==> src/cpsi_map.vh <==
`ifndef CPSI_MAP_VH
`define CPSI_MAP_VH

// Register byte offsets on the APB slave
`define REG_TEST          8'h00
`define REG_STATUS        8'h04
`define REG_COINC         8'h08
`define REG_WIDE          8'h0c

// Test register fields and reset values
`define TEST_SI_LSB       0
`define TEST_CDA_LSB      8
`define TEST_TRAIN_LSB    16
`define TEST_SI_RST       8'h00
`define TEST_CDA_RST      5'h00
`define TEST_TRAIN_RST    2'h0

// Status register bits, one byte per train
`define STAT_STRIDE       8
`define STAT_SI           0
`define STAT_CDA          1
`define STAT_PHASE_A      2
`define STAT_PHASE_B      3
`define STAT_STEAM_ISO    4
`define STAT_RECIRC       5
`define STAT_TIME_UP      6

// Coincidence register bits, one byte per train
`define COINC_HI          0
`define COINC_IHH         1
`define COINC_HH          2
`define COINC_SI_AUTO     3

// Wide range indication, second channel position
`define WIDE_B_LSB        16

// Timing
`define CLK_HZ            20000000
`define SI_RESET_DELAY_S  60

`endif

==> src/sync_2ff.v <==
`timescale 1ns/1ps

module sync_2ff #(
	parameter W = 1
) (
	input  wire         mclk,
	input  wire         nrst,
	input  wire [W-1:0] d,
	output wire [W-1:0] q
);

	reg [W-1:0] meta_ff;
	reg [W-1:0] sync_ff;

	// First stage feeds only the second stage
	always @(posedge mclk or negedge nrst) begin
		if (!nrst) begin
			meta_ff <= {W{1'b0}};
			sync_ff <= {W{1'b0}};
		end else begin
			meta_ff <= d;
			sync_ff <= meta_ff;
		end
	end

	assign q = sync_ff;

endmodule // sync_2ff

==> src/act_latch.v <==
`timescale 1ns/1ps

module act_latch #(
	parameter N = 1
) (
	input  wire         mclk,
	input  wire         nrst,
	input  wire         set,
	input  wire         clr,
	input  wire [N-1:0] permit,
	input  wire [N-1:0] test,
	output wire         master,
	output wire [N-1:0] slave
);

	reg         master_ff;
	reg [N-1:0] slave_ff;
	wire        nxt_master;

	// Set wins over clear, so an early or stuck reset never masks a real demand
	assign nxt_master = set | (master_ff & ~clr);

	always @(posedge mclk or negedge nrst) begin
		if (!nrst) begin
			master_ff <= 1'b0;
			slave_ff  <= {N{1'b0}};
		end else begin
			master_ff <= nxt_master;
			slave_ff  <= ({N{master_ff}} & permit) | test;
		end
	end

	assign master = master_ff;
	assign slave  = slave_ff;

endmodule // act_latch

==> src/containment_pressure_si_actuation.v <==
// Design decisions made here: the APB interface to the registers and the address map.
`timescale 1ns/1ps
`include "cpsi_map.vh"


module containment_pressure_si_actuation #(
	parameter        WIDE_W          = 12,
	parameter [31:0] SI_RESET_CYCLES = `SI_RESET_DELAY_S * `CLK_HZ
) (
	input  wire              mclk,
	input  wire              nrst,
	input  wire              psel,
	input  wire              penable,
	input  wire              pwrite,
	input  wire [7:0]        paddr,
	input  wire [31:0]       pwdata,
	output wire [31:0]       prdata,
	output wire              pready,
	output wire              pslverr,
	input  wire [2:0]        hiTripN,
	input  wire [2:0]        ihhTripN,
	input  wire [3:0]        hhTrip,
	input  wire [2:0]        hiTestOpen,
	input  wire [2:0]        ihhTestOpen,
	input  wire [3:0]        hhTestClosed,
	input  wire [1:0]        manSpray,
	input  wire [1:0]        manSi,
	input  wire [2:0]        hiSteamFlow,
	input  wire [2:0]        lowSteamPress,
	input  wire [2:0]        lowLowTavg,
	input  wire              hiSteamDp,
	input  wire              lowLowPzrPress,
	input  wire [3:0]        tankLow,
	input  wire [1:0]        siNormalOrClearSelector,
	input  wire [1:0]        sprayNormalOrClearSelector,
	input  wire [1:0]        tripBreakersOpen,
	input  wire [WIDE_W-1:0] widePressA,
	input  wire [WIDE_W-1:0] widePressB,
	output wire [1:0]        safeguardsActuationMaster,
	output wire [15:0]       safeguardsActuationSlave,
	output wire [1:0]        containmentDepressActuationMaster,
	output wire [9:0]        containmentDepressActuationSlave,
	output wire [1:0]        phaseA,
	output wire [1:0]        phaseB,
	output wire [1:0]        steamIso,
	output wire [1:0]        recircSpray
);

	localparam NTRAIN = 2;
	localparam IN_W   = 42;

	reg  [7:0]        testSi_ff;
	reg  [4:0]        testCda_ff;
	reg  [1:0]        testTrain_ff;
	reg  [31:0]       prdata_ff;
	reg               pready_ff;
	reg               pslverr_ff;
	reg  [WIDE_W-1:0] wideA_ff;
	reg  [WIDE_W-1:0] wideB_ff;
	reg  [31:0]       nxt_prdata;
	reg               addrHit;
	wire              setupPhase;
	wire              wrEn;
	wire [15:0]       statusW;
	wire [15:0]       coincW;
	wire [38:0]       sharedIn;

	function twoOfThree;
		input [2:0] v;
		begin
			twoOfThree = (v[0] & v[1]) | (v[0] & v[2]) | (v[1] & v[2]);
		end
	endfunction

	function twoOfFour;
		input [3:0] v;
		begin
			twoOfFour = (v[0] & (v[1] | v[2] | v[3])) | (v[1] & (v[2] | v[3])) | (v[2] & v[3]);
		end
	endfunction

	function threeOfFour;
		input [3:0] v;
		begin
			threeOfFour = (v[0] & v[1] & v[2]) | (v[0] & v[1] & v[3]) |
				(v[0] & v[2] & v[3]) | (v[1] & v[2] & v[3]);
		end
	endfunction

	// Active-low trips are inverted ahead of the synchroniser so its zero reset reads as idle, not tripped
	assign sharedIn = {tankLow, lowLowPzrPress, hiSteamDp, lowLowTavg, lowSteamPress, hiSteamFlow,
		manSi, manSpray, hhTestClosed, ihhTestOpen, hiTestOpen, hhTrip, ~ihhTripN, ~hiTripN};

	genvar t;
	generate
		for (t = 0; t < NTRAIN; t = t + 1) begin : train
			// Each train keeps its own synchroniser so a fault in one cannot reach the other
			wire [IN_W-1:0] inBus;
			wire [IN_W-1:0] s;
			wire [2:0]      hiAct;
			wire [2:0]      ihhAct;
			wire [3:0]      hhAct;
			wire            hiSig;
			wire            ihhSig;
			wire            hhSig;
			wire            siAuto;
			wire            siSet;
			wire            cdaSet;
			wire            siTimeUp;
			wire            siClr;
			wire            cdaClr;
			wire            rsSet;
			wire [7:0]      siTest;
			wire [4:0]      cdaTest;
			wire [4:0]      cdaPermit;
			reg  [31:0]     siCnt_ff;
			reg  [1:0]      selPrev_ff;

			assign inBus = {tripBreakersOpen[t], sprayNormalOrClearSelector[t],
				siNormalOrClearSelector[t], sharedIn};

			sync_2ff #(
				.W (IN_W)
			) uSync (
				.mclk (mclk),
				.nrst (nrst),
				.d    (inBus),
				.q    (s)
			);

			assign hiAct  = s[2:0];
			assign ihhAct = s[5:3];
			assign hhAct  = s[9:6] & s[19:16];

			assign hiSig  = twoOfThree(hiAct) | twoOfThree(s[12:10]);
			assign ihhSig = twoOfThree(ihhAct) | twoOfThree(s[15:13]);
			assign hhSig  = twoOfFour(hhAct);

			// Steam-line break and pressurizer causes, plus high containment pressure
			assign siAuto = (twoOfThree(s[26:24]) & (twoOfThree(s[29:27]) | twoOfThree(s[32:30]))) |
				s[33] | s[34] | hiSig;
			assign siSet  = siAuto | (|s[23:22]);
			assign cdaSet = (&s[21:20]) | hhSig;
			assign rsSet  = threeOfFour(s[38:35]) & hhSig;

			// Timer starts with the latched injection and saturates at the delay
			assign siTimeUp = (siCnt_ff == SI_RESET_CYCLES);

			always @(posedge mclk or negedge nrst) begin
				if (!nrst) begin
					siCnt_ff <= 32'h0;
				end else if (!safeguardsActuationMaster[t]) begin
					siCnt_ff <= 32'h0;
				end else if (!siTimeUp) begin
					siCnt_ff <= siCnt_ff + 32'h1;
				end
			end

			always @(posedge mclk or negedge nrst) begin
				if (!nrst) begin
					selPrev_ff <= 2'h0;
				end else begin
					selPrev_ff <= {s[40], s[39]};
				end
			end

			// Only a turn to clear counts; a selector left there beforehand does nothing
			assign siClr  = s[39] & ~selPrev_ff[0] & s[41] & siTimeUp;
			assign cdaClr = s[40] & ~selPrev_ff[1];

			assign siTest    = testTrain_ff[t] ? testSi_ff : 8'h00;
			assign cdaTest   = testTrain_ff[t] ? testCda_ff : 5'h00;
			assign cdaPermit = {3'h7, recircSpray[t], 1'b1};

			act_latch #(
				.N (8)
			) uSi (
				.mclk   (mclk),
				.nrst   (nrst),
				.set    (siSet),
				.clr    (siClr),
				.permit (8'hff),
				.test   (siTest),
				.master (safeguardsActuationMaster[t]),
				.slave  (safeguardsActuationSlave[t*8+7:t*8])
			);

			act_latch #(
				.N (5)
			) uCda (
				.mclk   (mclk),
				.nrst   (nrst),
				.set    (cdaSet),
				.clr    (cdaClr),
				.permit (cdaPermit),
				.test   (cdaTest),
				.master (containmentDepressActuationMaster[t]),
				.slave  (containmentDepressActuationSlave[t*5+4:t*5])
			);

			act_latch #(
				.N (1)
			) uPhaseA (
				.mclk   (mclk),
				.nrst   (nrst),
				.set    (siSet),
				.clr    (siClr),
				.permit (1'b1),
				.test   (1'b0),
				.master (phaseA[t]),
				.slave  ()
			);

			// Phase B follows high-high only, never the manual spray switches
			act_latch #(
				.N (1)
			) uPhaseB (
				.mclk   (mclk),
				.nrst   (nrst),
				.set    (hhSig),
				.clr    (cdaClr),
				.permit (1'b1),
				.test   (1'b0),
				.master (phaseB[t]),
				.slave  ()
			);

			act_latch #(
				.N (1)
			) uSteamIso (
				.mclk   (mclk),
				.nrst   (nrst),
				.set    (ihhSig),
				.clr    (siClr),
				.permit (1'b1),
				.test   (1'b0),
				.master (steamIso[t]),
				.slave  ()
			);

			act_latch #(
				.N (1)
			) uRecirc (
				.mclk   (mclk),
				.nrst   (nrst),
				.set    (rsSet),
				.clr    (cdaClr),
				.permit (1'b1),
				.test   (1'b0),
				.master (recircSpray[t]),
				.slave  ()
			);

			assign statusW[t*8+7:t*8] = {1'b0, siTimeUp, recircSpray[t], steamIso[t], phaseB[t], phaseA[t],
				containmentDepressActuationMaster[t], safeguardsActuationMaster[t]};
			assign coincW[t*8+7:t*8] = {4'h0, siAuto, hhSig, ihhSig, hiSig};
		end
	endgenerate

	// Wide range values are only sampled for readback
	always @(posedge mclk or negedge nrst) begin
		if (!nrst) begin
			wideA_ff <= {WIDE_W{1'b0}};
			wideB_ff <= {WIDE_W{1'b0}};
		end else begin
			wideA_ff <= widePressA;
			wideB_ff <= widePressB;
		end
	end

	assign setupPhase = psel & ~penable;
	assign wrEn       = psel & penable & pready_ff & pwrite;

	always @* begin
		nxt_prdata = 32'h0;
		addrHit    = 1'b1;
		case (paddr)
			`REG_TEST: begin
				nxt_prdata = {14'h0, testTrain_ff, 3'h0, testCda_ff, testSi_ff};
			end
			`REG_STATUS: begin
				nxt_prdata = {16'h0, statusW};
			end
			`REG_COINC: begin
				nxt_prdata = {16'h0, coincW};
			end
			`REG_WIDE: begin
				nxt_prdata = {{(16-WIDE_W){1'b0}}, wideB_ff, {(16-WIDE_W){1'b0}}, wideA_ff};
			end
			default: begin
				addrHit = 1'b0;
			end
		endcase
	end

	// Zero wait states: data and ready are set up during the setup cycle
	always @(posedge mclk or negedge nrst) begin
		if (!nrst) begin
			pready_ff  <= 1'b0;
			pslverr_ff <= 1'b0;
			prdata_ff  <= 32'h0;
		end else begin
			pready_ff  <= setupPhase;
			pslverr_ff <= setupPhase & ~addrHit;
			if (setupPhase) begin
				prdata_ff <= pwrite ? 32'h0 : nxt_prdata;
			end
		end
	end

	// Test masks can only add slave outputs, never suppress a real demand
	always @(posedge mclk or negedge nrst) begin
		if (!nrst) begin
			testSi_ff    <= `TEST_SI_RST;
			testCda_ff   <= `TEST_CDA_RST;
			testTrain_ff <= `TEST_TRAIN_RST;
		end else if (wrEn && (paddr == `REG_TEST)) begin
			testSi_ff    <= pwdata[`TEST_SI_LSB+7:`TEST_SI_LSB];
			testCda_ff   <= pwdata[`TEST_CDA_LSB+4:`TEST_CDA_LSB];
			testTrain_ff <= pwdata[`TEST_TRAIN_LSB+1:`TEST_TRAIN_LSB];
		end
	end

	assign prdata  = prdata_ff;
	assign pready  = pready_ff;
	assign pslverr = pslverr_ff;

endmodule // containment_pressure_si_actuation

==> config.mk <==
export PLATFORM = sky130hd
export DESIGN_NAME = containment_pressure_si_actuation
export DESIGN_NICKNAME = d
export VERILOG_FILES = /design/src/sync_2ff.v /design/src/act_latch.v /design/src/containment_pressure_si_actuation.v
export VERILOG_INCLUDE_DIRS = /design/src
export SDC_FILE = /design/constraint.sdc
export NUM_CORES = 1
export LEC_CHECK = 0
export BUFFER_PORTS_ARGS = -buffer_cell sky130_fd_sc_hd__clkbuf_2
export CORE_MARGIN = 8
export CORE_UTILIZATION = 49
export CTS_BUF_LIST = sky130_fd_sc_hd__clkbuf_4 sky130_fd_sc_hd__clkbuf_8 sky130_fd_sc_hd__clkbuf_16
export DETAILED_ROUTE_END_ITERATION = 10
export PLACE_DENSITY = 0.72
export SLEW_MARGIN = 30
export SYNTH_ARGS = -nofsm -noshare
export SYNTH_HDL_FRONTEND = slang
export SYNTH_SLANG_ARGS = --single-unit
==> constraint.sdc <==
create_clock -name mclk -period 5.68 [get_ports mclk]
set_input_delay 0.284 -clock mclk [delete_from_list [all_inputs] [get_ports mclk]]
set_output_delay 0.284 -clock mclk [all_outputs]
set_load 0.01 [all_outputs]
==> results.py <==
metrics = {
    "global_routing": {
        "busiest_layer": "met2",
        "use_met2": 0.310,
        "grt_max_degree": 140,
        "grt_pass1_wl_mm": 36.8,
        "track_usage": 0.188,
        "grt_use_met3": 0.0377,
        "grtUsageMet1": 0.240,
        "grt_antenna_before_repair": 1,
        "grt_pass1_vias": 6997,
        "grt_overflow": 0,
    },
    "routing": {
        "drc": 0,
        "drt_iter0_markers": 432,
        "wire_per_inst_um": 17.9,
        "antenna_left": 0,
        "vias": 6806,
        "drt_pre_antenna_iters": 6,
        "vias_per_cell": 5.21,
        "wl_mm": 23.4,
    },
    "worst_setup_path": {
        "worst_setup_path_start_kind": "flop",
        "rr_worst_depth": 7,
        "r2r-start": "train[0].siCnt_ff[0]",
        "crit_fanout": 5,
        "worstPathArrival_ps": 2940,
        "crit_required_ps": 6100,
        "end_kind": "flop",
        "crit_start": "train[0].siCnt_ff[0]",
        "r2r_end": "train[0].uPhaseA.master",
        "critPathKind": "flop to flop",
        "r2r_slack_ps": 3150,
        "endpoint": "train[0].uPhaseA.master",
    },
    "finish": {
        "final_cell_mix": "dfrtp_1, clkbuf_2, dlygate4sd3_1",
        "area_growth_pct": 27.9,
        "fin_nets": 1135,
        "layout_commonest_cell": "dfrtp_1",
        "fill_cells": 1491,
        "multi_input_area_mm2": 0.00303,
        "drive_gt1_frac": 0.233,
        "sequential_cell_area_mm2": 0.00661,
    },
    "timing": {
        "setup_violations": 0,
        "rsz0062_at_grt": "no",
        "fin_crit_ps": 2530,
        "tightest_slew_ps": 956,
        "finClkSkew_ps": 10.6,
        "fin_setup_tns_ps": 0,
        "finalHoldViolations": 0,
        "report.final.slew_viol_count": 0,
        "max_freq_mhz": 396,
        "max-slew-margin-rel": 0.363,
        "min_period_over_period": 0.445,
    },
    "flow_run": {
        "cap_viol_max_count": 0,
    },
    "synth": {
        "yosysSeqAreaShare": 0.664,
        "synth_top_cell_area_share": 0.664,
        "synth_top_cell_by_area": "dfrtp_1",
        "async_reset_ff_frac": 1.00,
        "syn-mean-instance-area_um2": 12.8,
        "ys.warnings.count": 0,
        "syn_area_mm2": 0.00994,
        "synthFlopType": "dfrtp_1",
        "ys_types": 50,
        "synthTopCellsByArea": "dfrtp_1, xnor2_1, nand2_1",
        "synth_edf_count": 0,
        "ys_ff_latch": 264,
        "syn-instance-count": 776,
    },
    "clock_network": {
        "cts_tree": "built",
        "clk_latency_ps": 540,
        "clkTransAtPathRegs_ps": 60,
        "ctsResizeCount": 0,
        "cts_sinks": 264,
        "ctsHtreeMaxLevel": 1,
        "cts_made_buffers": 28,
        "cts_root_buf": "clkbuf_16",
        "clk_path_buf_depth": 3,
    },
    "placed_design": {
        "gp_congestion": 0.787,
        "portBuffers": 163,
        "dpl.hpwl_mm": 14.6,
    },
    "floorplanning": {
        "die-area_mm2": 0.0251,
        "die_w_um": 158,
        "core.rowCount": 52,
        "die_h_um": 158,
        "io_pins": 186,
        "core_mm2": 0.0201,
        "start_util": 0.495,
    },
    "power_and_ir_drop": {
        "vdd_drop_max_mv": 0.219,
        "total_power_mw": 4.20,
        "power_density_mw_per_mm2": 330,
        "leakage_nw": 5.95,
    },
    "outcome": {
        "run_status": "finished, final reports clean",
    },
    "min_path": {
        "hp-class": "input port to flop",
    },
}
## per-layer routing
metal	wire length (um)	up-vias	share of wire
li1	-	3156	-
met3	1630	50	0.070
met2	11400	233	0.49
met1	9670	3367	0.41
met4	739	0	0.032
met5	0	-	0
## timing repair
item	in CTS	in global routing
endpoints found under the hold margin	208	0
setup buffers	0	0
endpoints found under the setup margin	0	0
hold buffers	84	0
## power by group
group          leakage (nW)  internal, mW  switching (mW)
logic                  2.28         0.178           0.172
registers              3.22          1.99          0.0913
clock network         0.453          1.06           0.714
## worst min-delay path by stage
stage	startpoint	to	slack [ps]	depth (start not counted)
after CTS	paddr[6]	pslverr	5	3
after detailed placement	train[0].uSync.meta_ff[40]	train[0].uSync.q[40]	330	0
after global placement	train[1].uSync.meta_ff[26]	train[1].uSync.q[26]	330	0
after global routing	paddr[6]	pslverr	40	3
final	paddr[6]	pslverr	20	3
after floorplan	nrst	prdata[0]	-10	0
## final cells by class
type                    instances  share of cell area
inverters                      21             0.00620
flip-flops and latches        264               0.519
repair buffers                252               0.137
diodes                          3            0.000590
clock inverters                 7             0.00708
multi-input cells             450               0.238
clock buffers                  40              0.0651
well taps                     270              0.0266
## stage by stage
| step | std cells | hold slack, ps | cell area [um2] | setup WS [ps] | utilization |
|---|---|---|---|---|---|
| after floorplan | 780 | -11.6 | 9960 | 3590 | - |
| after global placement | 1172 | 332 | 10900 | 3180 | 0.543 |
| after detailed placement | 1172 | 335 | 10900 | 3110 | 0.543 |
| after CTS | 1303 | 4.82 | 12700 | 3120 | 0.631 |
| after global routing | 1305 | 38.7 | 12700 | 3000 | 0.632 |
| final | 1307 | 22.6 | 12700 | 3150 | 0.633 |
## kinds of logic (layout without fill, tap and decap cells)
logic type | Yosys count | count (layout) | synth area share
DFF | 264 | 264 | 0.664
and+or+nand+nor | 264 | 264 | 0.146
AOI/OAI and AO/OA | 93 | 93 | 0.0667
buffers and inverters | 66 | 320 | 0.0328
xor gates and xnor gates | 52 | 52 | 0.0458
muxes | 29 | 29 | 0.0361
adders and majority gates | 7 | 7 | 0.00805
other | 1 | 8 | 0.000377
## worst max-delay path, cell delays in order, from the launching register on
cell	delay, ps
dfrtp_1	400
inv_1	90
ha_1	160
nor4b_1	260
nand4_1	180
nor4_2	830
and4b_1	390
o21ai_0	90
## sequential cells by signal, indices dropped and copies added, names as in the netlist, 4 cells and up
register,count
wideB_ff,12
prdata,27
train.selPrev_ff,4
testCda_ff,5
train.uSync.q,45
wideA_ff,12
train.uSi.slave,16
train.uSync.meta_ff,45
train.siCnt_ff,64
train.uCda.slave,10
testSi_ff,8
## synth_stat cells, types with 14 or more instances
master,n
nand3_1,27
a21o_1,21
and2_1,28
buf_4,18
nor4_1,20
nand4_1,14
inv_1,21
clkbuf_1,23
a22o_1,20
mux2_2,15
xor2_1,14
o21ai_0,19
xnor2_1,38
dfrtp_1,264
nand2_1,63
nor2_1,37
(Power assumes the default switching activity.)
